$ cat config.mk
export PLATFORM = sky130hd
export DESIGN_NAME = time_base_up
export DESIGN_NICKNAME = d
export VERILOG_FILES = /design/src/design/tb_timer_pkg.sv /design/src/design/time_base_up.sv
export SDC_FILE = /design/constraint.sdc
export NUM_CORES = 1
export LEC_CHECK = 0
export ABC_AREA = 1
export BUFFER_PORTS_ARGS = -buffer_cell sky130_fd_sc_hd__buf_4
export CAP_MARGIN = 15
export CORE_MARGIN = 1
export CORE_UTILIZATION = 45
export DETAILED_ROUTE_END_ITERATION = 10
export PLACE_DENSITY_LB_ADDON = 0.12
export SYNTH_ARGS = -nofsm -noshare
export SYNTH_HDL_FRONTEND = slang
export SYNTH_SLANG_ARGS = --single-unit
$ cat constraint.sdc
create_clock -name clk -period 4 [get_ports clk]
set_clock_uncertainty 0.15 [all_clocks]
set_input_delay 0.2 -clock clk [delete_from_list [all_inputs] [get_ports clk]]
set_output_delay 0.2 -clock clk [all_outputs]
set_load 0.05 [all_outputs]
$ cat src/design/tb_timer_pkg.sv
// Package for the upcounting time-base unit: register map, fields, resets
package tb_timer_pkg;
   // Register byte offsets
   localparam logic [7:0] CTRL_OFS   = 8'h00;
   localparam logic [7:0] EVGEN_OFS  = 8'h04;
   localparam logic [7:0] STATUS_OFS = 8'h08;
   localparam logic [7:0] MASK_OFS   = 8'h0C;
   localparam logic [7:0] COUNT_OFS  = 8'h10;
   localparam logic [7:0] DIV_OFS    = 8'h14;
   localparam logic [7:0] RELOAD_OFS = 8'h18;
   localparam logic [7:0] REPEAT_OFS = 8'h1C;
   // control_one bit positions
   localparam int CEN_BIT  = 0;
   localparam int UPDATE_DISABLE_BIT = 1;
   localparam int URS_BIT  = 2;
   localparam int PRELOAD_ENABLE_BIT = 7;
   // event_generation_reg and status_flags bit
   localparam int UG_BIT  = 0;
   localparam int UIF_BIT = 0;
   // Reset values
   localparam logic [15:0] RELOAD_RST = 16'hFFFF;
   localparam logic [15:0] ZERO16     = 16'h0000;
   localparam logic [7:0]  REPEAT_RST = 8'h00;

   typedef struct packed {
      logic counter_enable;
      logic update_disable;
      logic update_source_select;
      logic preload_enable;
   } ctrl_t;
endpackage

$ cat src/design/time_base_up.sv
// Upcounting time-base unit with Wishbone register slave
//
// Functional notes
// [RULE1] 16-bit counter, reloaded from reload value, advanced by prescaler output.
// [RULE2] Count, reload and divider are readable and writable at any time; a count write in the same cycle as an overflow is lost.
// [RULE3] Reload accesses hit the preload copy, not the shadow.
// [RULE4] Preload disabled: shadow follows at once; enabled: copied at update only.
// [RULE5] Overflow issues update only while update disable is 0; software too.
// [RULE6] Counter tick gated by counter enable.
// [RULE7] Counting begins one clock after counter enable is set.
// [RULE8] Prescaler is 16-bit counter, ratio 1 through 65536.
// [RULE9] Divider setting is buffered, effective at next update.
// [RULE10] Count 0 up to reload, wrap to 0, signal overflow.
// [RULE11] With repetition, update after repeat-count plus one overflows; otherwise every overflow.
// [RULE12] Writing update generate causes an update event.
// [RULE13] Update disable blocks all updates and shadow transfers; repetition counter still reloads, shadow follows if preload off.
// [RULE14] Generated update restarts counter and prescaler counter from 0.
// [RULE15] Source select set: software update sets no flag nor interrupt.
// [RULE16] Update sets update flag, subject to source select.
// [RULE17] Update reloads repetition counter, reload shadow and prescaler buffer.
// [RULE18] Division ratio equals divider setting plus one.
// [RULE19] Request held while flag set and enabled, until cleared.
`timescale 1ns/1ps
`default_nettype none
module time_base_up
(
   // Clock and reset
   input  wire logic        clk,
   input  wire logic        rstn,
   // Wishbone slave
   input  wire logic        wb_cyc_i,
   input  wire logic        wb_stb_i,
   input  wire logic        wb_we_i,
   input  wire logic [7:0]  wb_adr_i,
   input  wire logic [3:0]  wb_sel_i,
   input  wire logic [31:0] wb_dat_i,
   output logic      [31:0] wb_dat_o,
   output logic             wb_ack_o,
   // Events
   output logic             irq,
   output logic             updateEvent,
   output logic [15:0]      countValue
);
   tb_timer_pkg::ctrl_t ctrl;
   logic [15:0] count;
   logic [15:0] dividerSetting;
   logic [15:0] divBuffer;
   logic [15:0] preCount;
   logic [15:0] reloadPreload;
   logic [15:0] reloadShadow;
   logic [7:0]  repeatSetting;
   logic [7:0]  repeatCount;
   logic        updateFlag;
   logic        updateMask;
   logic        cenLate;

   // Bus decode
   wire access  = wb_cyc_i & wb_stb_i & ~wb_ack_o;
   wire wrStb   = access & wb_we_i;
   wire lane0   = wb_sel_i[0];
   wire selCtrl   = wb_adr_i == tb_timer_pkg::CTRL_OFS;
   wire selEvgen  = wb_adr_i == tb_timer_pkg::EVGEN_OFS;
   wire selStatus = wb_adr_i == tb_timer_pkg::STATUS_OFS;
   wire selMask   = wb_adr_i == tb_timer_pkg::MASK_OFS;
   wire selCount  = wb_adr_i == tb_timer_pkg::COUNT_OFS;
   wire selDiv    = wb_adr_i == tb_timer_pkg::DIV_OFS;
   wire selReload = wb_adr_i == tb_timer_pkg::RELOAD_OFS;
   wire selRepeat = wb_adr_i == tb_timer_pkg::REPEAT_OFS;

   function automatic logic [15:0] merge16(input logic [15:0] old, input logic [31:0] d, input logic [3:0] s);
      merge16 = {s[1] ? d[15:8] : old[15:8], s[0] ? d[7:0] : old[7:0]};
   endfunction

   // Software update request
   // [RULE12] UG write
   wire swUpdate = wrStb & selEvgen & lane0 & wb_dat_i[tb_timer_pkg::UG_BIT];
   // [RULE8] prescaler tick
   // [RULE18] ratio divider plus one
   wire preWrap  = preCount == divBuffer;
   // [RULE6] tick gating
   // [RULE7] one clock late start
   wire counterTick = cenLate & preWrap;
   // [RULE10] overflow at reload value
   wire overflow = counterTick & (count == reloadShadow);
   // [RULE11] repetition pacing
   wire repDone  = repeatCount == tb_timer_pkg::REPEAT_RST;
   // [RULE5] overflow update gated
   // [RULE13] update disable blocks
   wire nextUpdate = ~ctrl.update_disable & ((overflow & repDone) | swUpdate);
   // [RULE15] quiet software update
   // [RULE16] flag source selection
   wire flagSet = nextUpdate & ~(swUpdate & ctrl.update_source_select);
   wire countWr = wrStb & selCount;

   assign updateEvent = nextUpdate;
   assign countValue  = count;
   // [RULE19] held request
   assign irq = updateFlag & updateMask;

   always_ff @(posedge clk)
   begin
      if (!rstn)
      begin
         ctrl          <= '0;
         cenLate       <= 1'b0;
         updateMask    <= 1'b0;
         dividerSetting <= tb_timer_pkg::ZERO16;
         reloadPreload <= tb_timer_pkg::RELOAD_RST;
         repeatSetting <= tb_timer_pkg::REPEAT_RST;
      end
      else
      begin
         cenLate <= ctrl.counter_enable;
         if (wrStb & selCtrl & lane0)
         begin
            ctrl.counter_enable  <= wb_dat_i[tb_timer_pkg::CEN_BIT];
            ctrl.update_disable <= wb_dat_i[tb_timer_pkg::UPDATE_DISABLE_BIT];
            ctrl.update_source_select  <= wb_dat_i[tb_timer_pkg::URS_BIT];
            ctrl.preload_enable <= wb_dat_i[tb_timer_pkg::PRELOAD_ENABLE_BIT];
         end
         if (wrStb & selMask & lane0)
            updateMask <= wb_dat_i[tb_timer_pkg::UIF_BIT];
         // [RULE2] divider write any time
         if (wrStb & selDiv)
            dividerSetting <= merge16(dividerSetting, wb_dat_i, wb_sel_i);
         // [RULE3] preload copy written
         if (wrStb & selReload)
            reloadPreload <= merge16(reloadPreload, wb_dat_i, wb_sel_i);
         if (wrStb & selRepeat & lane0)
            repeatSetting <= wb_dat_i[7:0];
      end
   end

   // Shadow copies, counters
   always_ff @(posedge clk)
   begin
      if (!rstn)
      begin
         reloadShadow <= tb_timer_pkg::RELOAD_RST;
         divBuffer    <= tb_timer_pkg::ZERO16;
         repeatCount  <= tb_timer_pkg::REPEAT_RST;
         preCount     <= tb_timer_pkg::ZERO16;
         count        <= tb_timer_pkg::ZERO16;
      end
      else
      begin
         // [RULE4] shadow transfer mode
         // [RULE17] update side effects
         if (!ctrl.preload_enable || nextUpdate)
            reloadShadow <= reloadPreload;
         // [RULE9] buffered divider
         if (nextUpdate)
            divBuffer <= dividerSetting;
         // Pacing keeps its rate under update disable, so no wrap below zero
         if (nextUpdate || (overflow && repDone))
            repeatCount <= repeatSetting;
         else if (overflow)
            repeatCount <= repeatCount - 8'h01;
         // [RULE14] generated update restarts both
         if (swUpdate || preWrap || !cenLate)
            preCount <= tb_timer_pkg::ZERO16;
         else
            preCount <= preCount + 16'h0001;
         // [RULE1] counter advance
         if (swUpdate || overflow)
            count <= tb_timer_pkg::ZERO16;
         else if (countWr)
            count <= merge16(count, wb_dat_i, wb_sel_i);
         else if (counterTick)
            count <= count + 16'h0001;
      end
   end

   // Sticky flag: set wins over write-one clear
   always_ff @(posedge clk)
   begin
      if (!rstn)
         updateFlag <= 1'b0;
      else if (flagSet)
         updateFlag <= 1'b1;
      else if (wrStb & selStatus & lane0 & wb_dat_i[tb_timer_pkg::UIF_BIT])
         updateFlag <= 1'b0;
   end

   // Read mux, registered data and ack
   logic [31:0] rdData;
   always_comb
   begin
      rdData = 32'h0000_0000;
      if (selCtrl)
         rdData = {24'h000000, ctrl.preload_enable, 4'h0, ctrl.update_source_select, ctrl.update_disable, ctrl.counter_enable};
      else if (selStatus)
         rdData = {31'h0, updateFlag};
      else if (selMask)
         rdData = {31'h0, updateMask};
      else if (selCount)
         rdData = {16'h0000, count};
      else if (selDiv)
         rdData = {16'h0000, dividerSetting};
      else if (selReload)
         rdData = {16'h0000, reloadPreload};
      else if (selRepeat)
         rdData = {24'h000000, repeatSetting};
   end

   always_ff @(posedge clk)
   begin
      if (!rstn)
      begin
         wb_ack_o <= 1'b0;
         wb_dat_o <= 32'h0000_0000;
      end
      else
      begin
         wb_ack_o <= access;
         wb_dat_o <= rdData;
      end
   end

   // [RULE10] wrap to zero
   property p_ovf_wraps;
      @(posedge clk) disable iff (!rstn) (overflow && !countWr) |=> count == 16'h0000;
   endproperty
   a_ovf_wraps: assert property (p_ovf_wraps) else $error("count did not wrap"); // [RULE10]

   // [RULE6] gated when disabled
   property p_gate;
      @(posedge clk) disable iff (!rstn) (!ctrl.counter_enable && !cenLate && !swUpdate && !countWr) |=> $stable(count);
   endproperty
   a_gate: assert property (p_gate) else $error("count moved while disabled"); // [RULE6]

   // [RULE13] no update when disabled
   property p_update_disable;
      @(posedge clk) disable iff (!rstn) ctrl.update_disable |-> !updateEvent;
   endproperty
   a_update_disable: assert property (p_update_disable) else $error("update while disabled"); // [RULE13]

   // [RULE14] restart from zero
   property p_ug;
      @(posedge clk) disable iff (!rstn) (swUpdate && !ctrl.update_disable) |-> updateEvent ##1 count == 16'h0000 && preCount == 16'h0000;
   endproperty
   a_ug: assert property (p_ug) else $error("software update failed"); // [RULE14]

   // [RULE15] quiet software update
   property p_urs;
      @(posedge clk) disable iff (!rstn) (swUpdate && ctrl.update_source_select && !updateFlag) |=> !updateFlag;
   endproperty
   a_urs: assert property (p_urs) else $error("flag set on quiet update"); // [RULE15]

   // [RULE16] flag on update
   property p_flag;
      @(posedge clk) disable iff (!rstn) (updateEvent && !swUpdate) |=> updateFlag;
   endproperty
   a_flag: assert property (p_flag) else $error("flag not set"); // [RULE16]

   // [RULE17] shadows loaded
   property p_shadow;
      @(posedge clk) disable iff (!rstn) updateEvent |=> reloadShadow == $past(reloadPreload) && divBuffer == $past(dividerSetting);
   endproperty
   a_shadow: assert property (p_shadow) else $error("shadow not loaded"); // [RULE17]

   // [RULE4] shadow follows preload
   property p_arpe0;
      @(posedge clk) disable iff (!rstn) !ctrl.preload_enable |=> reloadShadow == $past(reloadPreload);
   endproperty
   a_arpe0: assert property (p_arpe0) else $error("shadow not following"); // [RULE4]

   // [RULE19] request held
   property p_irq;
      @(posedge clk) disable iff (!rstn) (updateFlag && updateMask) |-> irq;
   endproperty
   a_irq: assert property (p_irq) else $error("request dropped"); // [RULE19]

   // [RULE7] one clock late start
   property p_start;
      @(posedge clk) disable iff (!rstn) ($rose(ctrl.counter_enable) && !swUpdate && !countWr) |=> $stable(count);
   endproperty
   a_start: assert property (p_start) else $error("count moved on enable cycle"); // [RULE7]

   // [RULE1] single step per tick
   property p_step;
      @(posedge clk) disable iff (!rstn) (counterTick && !overflow && !swUpdate && !countWr)
         |=> count == $past(count) + 16'h0001;
   endproperty
   a_step: assert property (p_step) else $error("count did not step"); // [RULE1]

   // [RULE8] prescaler counts up
   property p_pre_step;
      @(posedge clk) disable iff (!rstn) (cenLate && !swUpdate && !preWrap) |=> preCount == $past(preCount) + 16'h0001;
   endproperty
   a_pre_step: assert property (p_pre_step) else $error("prescaler did not step"); // [RULE8]

   // [RULE18] prescaler within ratio
   property p_pre_range;
      @(posedge clk) disable iff (!rstn) preCount <= divBuffer;
   endproperty
   a_pre_range: assert property (p_pre_range) else $error("prescaler beyond divider"); // [RULE18]

   // [RULE9] buffer holds between updates
   property p_div_hold;
      @(posedge clk) disable iff (!rstn) !nextUpdate |=> $stable(divBuffer);
   endproperty
   a_div_hold: assert property (p_div_hold) else $error("divider buffer changed early"); // [RULE9]

   // [RULE4] preloaded shadow holds
   property p_arpe1;
      @(posedge clk) disable iff (!rstn) (ctrl.preload_enable && !nextUpdate) |=> $stable(reloadShadow);
   endproperty
   a_arpe1: assert property (p_arpe1) else $error("shadow changed without update"); // [RULE4]

   // [RULE11] no update mid repetition
   property p_rep_skip;
      @(posedge clk) disable iff (!rstn) (overflow && !repDone && !swUpdate) |-> !updateEvent;
   endproperty
   a_rep_skip: assert property (p_rep_skip) else $error("update before repetitions done"); // [RULE11]

   // [RULE11] repetition counter decrements
   property p_rep_dec;
      @(posedge clk) disable iff (!rstn) (overflow && !repDone && !swUpdate) |=> repeatCount == $past(repeatCount) - 8'h01;
   endproperty
   a_rep_dec: assert property (p_rep_dec) else $error("repetition count did not drop"); // [RULE11]

   // [RULE5] overflow update
   property p_ovf_update;
      @(posedge clk) disable iff (!rstn) (overflow && repDone && !ctrl.update_disable) |-> updateEvent;
   endproperty
   a_ovf_update: assert property (p_ovf_update) else $error("overflow gave no update"); // [RULE5]

   // [RULE17] repetition reloaded
   property p_rep_load;
      @(posedge clk) disable iff (!rstn) updateEvent |=> repeatCount == $past(repeatSetting);
   endproperty
   a_rep_load: assert property (p_rep_load) else $error("repetition not reloaded"); // [RULE17]

   // [RULE2] single cycle ack
   property p_ack;
      @(posedge clk) disable iff (!rstn) wb_ack_o |=> !wb_ack_o;
   endproperty
   a_ack: assert property (p_ack) else $error("ack longer than one cycle"); // [RULE2]

   // [RULE3] reads return preload
   property p_rd_reload;
      @(posedge clk) disable iff (!rstn) (access && !wb_we_i && selReload) |=> wb_dat_o[15:0] == $past(reloadPreload);
   endproperty
   a_rd_reload: assert property (p_rd_reload) else $error("reload read not preload"); // [RULE3]

   c_overflow: cover property (@(posedge clk) disable iff (!rstn) overflow);
   c_update: cover property (@(posedge clk) disable iff (!rstn) updateEvent && !swUpdate);
   c_irq: cover property (@(posedge clk) disable iff (!rstn) irq);
   c_quiet: cover property (@(posedge clk) disable iff (!rstn) swUpdate && ctrl.update_source_select && updateEvent);
   c_repeat: cover property (@(posedge clk) disable iff (!rstn) overflow && !repDone);
endmodule
`default_nettype wire
==> results of run 1 <==
## registers in the layout (all words and copies together) (netlist names)
name and cells:
wb_dat_o 16, dividerSetting 16, ctrl 4, cenLate 1
divBuffer 16, reloadShadow 16, repeatCount 8, countValue 16
updateFlag 1, repeatSetting 8, updateMask 1, reloadPreload 16
wb_ack_o 1, preCount 16
## cell usage after synthesis (2+ instances only)
library cell	n	area share (%)
nand3_2	2	0.29
buf_6	3	0.49
o211ai_1	30	3.3
o21ai_2	3	0.38
ha_1	4	0.73
xor2_1	18	2.3
a21oi_1	50	3.6
nor3b_1	5	0.54
buf_4	16	1.7
nor2_1	109	5.9
inv_1	103	5.6
o21ai_0	56	4.1
dfxtp_1	136	40
nand2_1	243	13
clkbuf_2	2	0.15
nor4_2	2	0.36
o2111ai_1	3	0.38
nand3_1	71	5.2
nor3_2	2	0.29
xnor2_1	10	1.3
clkinv_1	5	0.27
o21ai_1	14	1.0
nand2_4	3	0.49
inv_2	18	0.98
nand4_1	4	0.36
nor2_2	6	0.54
a211oi_1	7	0.76
clkbuf_1	17	0.93
buf_2	12	0.87
buf_1	2	0.11
nand2_2	4	0.36
a41oi_1	2	0.25
nor3_1	19	1.4
nor4_1	10	0.91
nor2_4	2	0.33
## cell families (layout without fill, tap and decap cells)
kind of cell / Yosys count / after routing
adder cells (fa/ha/maj): 4 / 4
AO/OA/AOI/OAI: 168 / 168
XOR/XNOR: 28 / 28
AND/OR/NAND/NOR: 487 / 487
flip-flops: 136 / 136
buffers and inverters: 179 / 242
other: 1 / 16
## worst max-delay path: cells and delay by family
family	cells	cell delay, ns
AND/OR/NAND/NOR	7	1.58
buffers and inverters	4	1.13
## routing by layer
metal  vias to the layer above  global-route usage, %
met5                         -                      0
met4                         0                   8.93
met3                        26                   5.10
met2                       162                   37.8
met1                      2920                   32.0
li1                       3351                      -
## worst min path at each step
| stage | endpoint | cells after the start |
|---|---|---|
| 2_1_floorplan | reloadPreload[10] | 2 |
| 3_3_place_gp | reloadPreload[14] | 3 |
| 3_5_place_dp | reloadPreload[14] | 3 |
| 4_1_cts | dividerSetting[0] | 3 |
| 5_1_grt | ctrl[3] | 3 |
| 6_report | dividerSetting[0] | 3 |
## layout make-up
class                      instances  area share, %
clock buffer                      24           5.89
inverter                         127           5.86
multi-input combinational        703           42.2
sequential                       136           33.3
timing repair buffer              84           8.23
clock inverter                     7           1.73
tap                              184           2.82
## placed cells by master, fill, tap and decap left out, types with 5 or more instances in the layout
cell / Yosys / layout
nor3b_1: 5 / 5
inv_1: 103 / 103
xnor2_1: 10 / 10
xor2_1: 18 / 18
clkinv_1: 5 / 5
dfxtp_1: 136 / 136
o211ai_1: 30 / 30
dlygate4sd3_1: 0 / 17
nor4_1: 10 / 10
clkbuf_16: 0 / 17
inv_2: 18 / 18
a21oi_1: 50 / 50
o21ai_1: 14 / 14
conb_1: 1 / 16
a211oi_1: 7 / 7
nor2_2: 6 / 6
nand3_1: 71 / 71
buf_4: 16 / 67
nor3_1: 19 / 19
o21ai_0: 56 / 56
nor2_1: 109 / 109
nand2_1: 243 / 243
## through the flow
stage	total power, mW	std cells
after floorplan	1.47	1018
after global placement	1.51	1217
after detailed placement	1.51	1217
after CTS	3.18	1265
after global routing	3.26	1265
final	3.15	1265
## report_power, final
| group | internal (mW) | total (mW) | switching, mW |
|---|---|---|---|
| logic | 0.0416 | 0.135 | 0.0938 |
| clock network | 1.09 | 1.66 | 0.573 |
| registers | 1.36 | 1.36 | 0.000642 |
| total | 2.49 | 3.15 | 0.667 |
## repair_timing
item                                   CTS  global route
buffers inserted                         0             0
endpoints found under the hold margin   37             0
hold buffers                            17             0
==> results by group, run 1 <==
Outcome
  – Status: finished, final reports clean

Synthesis
  – Yosys warns: 0
  – Sequential fraction of the synthesis area: 39.5%
  – Largest family of logic cells by synthesized area: simple AND/OR/NAND/NOR gates
  – Post-synth ARST share: 0%
  – Post-synth EDFFs: 0
  – Post-synthesis mux area share: 0%
  – Top_reg_cell synth: dfxtp_1
  – Adder-Cell Fraction of Synth Area: 0.726%
  – Syn_area_per_cell: between 6 and 7 um^2
  – Post-synthesis cell type count: 45
  – Post-Synth XOR/XNOR Area: 3.56%
  – Flops & latches, synth: 136
  – Cell Area, Synth: 6890 um^2
  – Post-synthesis simple-gate area fraction: between 30% and 40%
  – Syn Inst Count: around 1,000
  – Synth Area in Compound Gates: 14.1%

Global routing
  – Largest net degree at the start of global routing: 78
  – Vias in the first global route: 5,891
  – Antenna violations before repair: 0
  – First-pass GRT wire length: 29.8 mm
  – Tot GR Track Use: a little under a quarter
  – Grt total ovfl: 0

Setup path
  – CP Capture Point: updateEvent
  – Worst R2R End: countValue[2]
  – Critical path type: in -> out
  – Crit. End Element: output pin
  – Critical path, cell by cell: dlygate4sd3_1 -> buf_4 -> nand3_1 -> nor2_2 -> nand2_2 -> nor2_1 -> nand3_2 -> nand2_4 -> nand2_4 -> inv_4 -> buf_4
  – Crit path DAT: 2.94 ns
  – Slowest CP cell: dlygate4sd3_1
  – Worst path required time: 3.65 ns
  – CP startpoint kind: input port
  – R2r startpoint: wb_ack_o
  – Worst-path fanout max: 34
  – R2R cell count: 10
  – Biggest cell delay along the critical path: around 0.53 ns
  – Reg-to-reg setup timing slack: 1.34 ns
  – Origin of the worst setup path: wb_cyc_i

STA
  – Setup_tns: 0 ns
  – Rel. slew slack: 38.1%
  – Final setup viols: 0
  – Period utilization: 82.3%
  – RSZ-0062 raised after global routing: false
  – Count of final hold-check violations: 0
  – Max Freq: just over 300 MHz
  – Fin Hold WS: 0.0830 ns
  – Final worst slack: 0.707 ns
  – Worst-margin pin slew: 0.925 ns
  – Final Max Tran Viols: 0
  – Period minus WS final: ~3.3 ns

Detailed routing
  – Routed wire per std cell: 14.4 um
  – Pre-Repair DR Iteration Count: 5
  – Drt total wl: 18.2 mm
  – Met2 wire len: around 8.3 mm
  – Initial drt markers: 422
  – Via-to-Cell Ratio: 5.11
  – Antenna Violating Nets Remaining: 0
  – Uppermost routed layer: met4
  – DRT met1 WL: 8.75 mm
  – Metal3 WL: 798 um
  – Via count: 6,459
  – DRC Markers: 0

Final layout
  – Area growth from synthesis to layout: 18.7%
  – Layout cells sized above 1: between 10% and 20%
  – Footprint of the multi-input gates: 3450 um^2
  – Sequential cell area: roughly 2700 um^2
  – Antenna cells: 0
  – Final core utilization: a little under three fifths
  – Final instance area: roughly 8000 um^2
  – Nets@finish: 1,122
  – Filler cells: 1,455

Clock network
  – Clk Latency, worst-skew pair: 0.42 ns
  – CTS buffer count: 17
  – PostCTS Resize Cnt: 0
  – CTS max path bufs: 2
  – Clock Pin Slew Worst Setup and Hold Paths: 0.05 ns
  – Root Driver: clkbuf_16
  – Clock Sinks: roughly 140
  – CTS tree: built
  – CTS H-tree depth: 4

Die
  – Starting Density: 46.7%
  – Die H: approximately 130 um
  – Full die area: roughly 16,000 um^2
  – Io pins: 100
  – Die X: ~130 um
  – Core region area: 14,800 um^2
  – Rows: 44

Hold path
  – Hold path startpoint: wb_dat_i[0]
  – Hold/Removal Path Class: in -> reg

Job
  – Max Cap Viol: 0

Placed design
  – Area after DPL: 7380 um^2
  – GPL Wtd Cong: 0.852
  – Final HPWL DP: between 10 and 15 mm
  – Port buffer count: 65
  – DP Worst Slack: 1.22 ns

Pwr
  – Pwr dens: a little under 400 nW/um^2
  – Static leakage: 3.70 nW
  – Worst VDD drop: ~290 uV
Power figures use the tool's default switching activity.
==> inputs of run 2 (changes only) <==
ABC_AREA = 0   (was 1)
clock period = 3.4 ns   (was 4 ns; I/O delays follow)
==> results by group, run 2 <==
Outcome
  – Status: finished, final reports clean

Placed design
  – GPL Wtd Cong: 0.837 (-1.8%)
  – Port buffer count: 65 (unchanged)
  – DP Worst Slack: 0.691 ns (-0.530 ns)
  – Dpl cells: 991 (-19%)
  – Final HPWL DP: 13.6 mm (+5.8%)
  – Area after DPL: 7230 um^2 (-2.0%)

Pwr
  – Overall power: 3.75 mW (+19%)
  – Combinational power share: 5.0% (+0.7 points)
  – Internal power: 2.94 mW (+18%)
  – Worst VDD drop: 345 uV (+19%)
  – Switching pwr: 804 uW (+20%)
  – Pwr dens: 456 nW/um^2 (+18%)
  – Sw Share: 21.5% (+0.31 points)
  – Clock Power Share: 52.4% (-0.3 points)
  – Static leakage: 3.09 nW (-16%)
  – Sequential power share: 42.6% (-0.4 points)

Clock network
  – CTS max path bufs: 2 (unchanged)
  – Clock Sinks: 136 (unchanged)
  – CTS tree: built
  – Clk Latency, worst-skew pair: 0.42 ns (about the same)
  – Clock Pin Slew Worst Setup and Hold Paths: 0.06 ns (about the same)
  – Count of hold-fix buffers inserted at cts: 35 (+18)
  – CTS H-tree depth: 4 (unchanged)
  – Root Driver: clkbuf_16
  – PostCTS Resize Cnt: 0 (unchanged)
  – CTS buffer count: 17 (unchanged)
  – Setup Buffers After CTS: 0 (unchanged)

Final layout
  – Final core utilization: 56.7% (+1.3 points)
  – Layout cells sized above 1: 15.1% (+2.3 points)
  – Commonest non-fill, non-tap cell in the layout: dfxtp_1
  – Final instance area: 8210 um^2 (+0.38%)
  – Filler cells: 1,313 (-9.8%)
  – Area growth from synthesis to layout: 23.7%
  – Most frequent cells in the layout: dfxtp_1 (136), nor2_1 (100), buf_4 (80)
  – Antenna cells: 0 (unchanged)
  – Nets@finish: 914 (-19%)
  – Post-route insts no fill: 1,058 (-16%)

Die
  – Core region area: 14,500 um^2 (-1.9%)
  – Die X: 123 um (-1.8%)
  – Starting Density: 45.8% (-0.88 points)
  – Io pins: 100 (unchanged)
  – Rows: 44 (unchanged)
  – Die H: 123 um (-1.8%)
  – Full die area: 15,200 um^2 (-3.7%)

Synthesis
  – Syn Inst Count: 770 (-23%)
  – Sequential fraction of the synthesis area: 41.0% (+1.5 points)
  – Post-synth ARST share: 0% (unchanged)
  – Count leader, synth: dfxtp_1
  – Post-synthesis simple-gate area fraction: 24.8% (-6.0 points)
  – Area share of the leading cell type in the synthesized netlist: 41.0% (+1.5 points)
  – Post-synth EDFFs: 0 (unchanged)
  – Largest family of logic cells by synthesized area: simple AND/OR/NAND/NOR gates
  – Yosys warns: 0 (unchanged)
  – Ranking of synthesized cells by area: dfxtp_1 (41%), mux2i_1 (8.3%), nor2_1 (5.7%)
  – Yosys top cell by area: dfxtp_1
  – Cell Area, Synth: 6630 um^2 (-3.7%)
  – Post-Synth XOR/XNOR Area: 5.68% (+2.1 points)
  – Flops & latches, synth: 136 (unchanged)
  – Commonest cells in the netlist: dfxtp_1 (136), nor2_1 (100), nand2_1 (72), nand3_1 (66), mux2i_1 (55)
  – Post-synthesis cell type count: 60 (+33%)
  – Syn_area_per_cell: 8.62 um^2 (+25%)
  – Top_reg_cell synth: dfxtp_1
  – Post-synthesis mux area share: 11.4% (+11 points)
  – Synth Area in Compound Gates: 11.1% (-3.0 points)
  – Adder-Cell Fraction of Synth Area: 0.754% (+0.028 points)

Global routing
  – First-pass GRT wire length: 30.0 mm (+0.77%)
  – Tot GR Track Use: 26.5% (+2.6 points)
  – Antenna violations before repair: 0 (unchanged)
  – Largest net degree at the start of global routing: 63 (-19%)
  – Vias in the first global route: 5,751 (-2.4%)
  – Grt total ovfl: 0 (unchanged)

Detailed routing
  – Initial drt markers: 590 (+40%)
  – Pre-Repair DR Iteration Count: 5 (unchanged)
  – Via-to-Cell Ratio: 5.77 (+13%)
  – Drt total wl: 19.4 mm (+6.6%)
  – Routed wire per std cell: 18.3 um (+28%)
  – Via count: 6,107 (-5.4%)
  – DRC Markers: 0 (unchanged)
  – Antenna Violating Nets Remaining: 0 (unchanged)

STA
  – Count of final hold-check violations: 0 (unchanged)
  – Final setup viols: 0 (unchanged)
  – Fin Hold WS: 0.0365 ns (-0.0465 ns)
  – Worst-margin pin slew: 0.938 ns (+0.0130 ns)
  – Setup_tns: 0 ns (unchanged)
  – Final Max Tran Viols: 0 (unchanged)
  – Rel. slew slack: 37.0% (-1.1 points)
  – Max Freq: between 300 and 400 MHz
  – Period utilization: 92.5%
  – Period minus WS final: 3.14 ns
  – Final worst slack: 0.257 ns (-0.450 ns)
  – RSZ-0062 raised after global routing: false

Job
  – Max Cap Viol: 0 (unchanged)

Setup path
  – R2r startpoint: wb_ack_o
  – Crit. End Element: register
  – Worst path required time: 3.55 ns (-0.10 ns)
  – Cell type group with the largest total delay on the critical path: simple AND/OR/NAND/NOR gates
  – Critical path, cell by cell: dlygate4sd3_1 -> buf_4 -> nor2_1 -> dlygate4sd3_1 -> nand2_1 -> nor4_1 -> nor2b_1 -> mux2i_1 -> nor2_1
  – Biggest cell delay along the critical path: 0.63 ns (+0.10 ns)
  – CP bufs+invs: 3 (-1)
  – Crit path DAT: 3.29 ns (+0.35 ns)
  – Levels on crit path: 9 (-2)
  – Origin of the worst setup path: wb_adr_i[6]
  – CP startpoint kind: input port
  – Reg-to-reg setup timing slack: 0.46 ns (-0.88 ns)
  – Critical path type: in -> reg
  – Worst R2R End: reloadPreload[5]
  – CP Capture Point: ctrl[0]
  – Slowest CP cell: dlygate4sd3_1
  – R2R cell count: 6 (-4)
  – Worst-path fanout max: 4 (-88%)

Hold path
  – Hold path startpoint: wb_adr_i[7]
  – Hold/Removal Path Class: in -> reg
run 2: power by group through the flow:
stage	combinational, mW	sequential (mW)	clock, mW
2_1_floorplan	0.113	1.63	0
3_3_place_gp	0.164	1.63	0
3_5_place_dp	0.164	1.63	0
4_1_cts	0.185	1.60	1.99
5_1_grt	0.199	1.59	2.06
6_report	0.188	1.60	1.96
run 2: worst register-to-register path, cell delays in order, from the launching register on:
cell and delay, ns:
dfxtp_1 0.32, and4b_1 0.50, nand2_1 0.28, nor3_1 0.83, nand2_1 0.11, nand3_1 0.13, dlygate4sd3_1 0.56
run 2: final cells by class:
class	count	area [um^2]	area share, %
multi-input combinational	580	3620	44.1
sequential	136	2720	33.2
tap	184	230	2.80
clock buffer	24	482	5.87
timing repair buffer	116	971	11.8
clock inverter	8	143	1.74
inverter	10	37.5	0.457
run 2: cells by family after synthesis:
kind of cell | Yosys count
simple gates | 335
xor+xnor | 43
flops | 136
fa+ha+maj | 4
buf+inv | 69
compound gates | 117
other cells | 1
mux | 65
run 2: worst min path at each step:
stage          cells after the start  slack, ns           endpoint
3_3_place_gp                       3       0.26           wb_ack_o
4_1_cts                            4       0.02        wb_dat_o[0]
6_report                           4       0.04        wb_dat_o[0]
5_1_grt                            4       0.05      countValue[0]
2_1_floorplan                      2       0.14           wb_ack_o
3_5_place_dp                       3       0.26  reloadPreload[14]
run 2: routing by layer:
metal	vias to the layer above	GRT usage (%)	wire [um]
li1	2892	-	-
met1	2925	33.4	8460
met2	247	43.3	9170
met3	43	4.89	1120
met4	0	12.9	652
met5	-	0	0
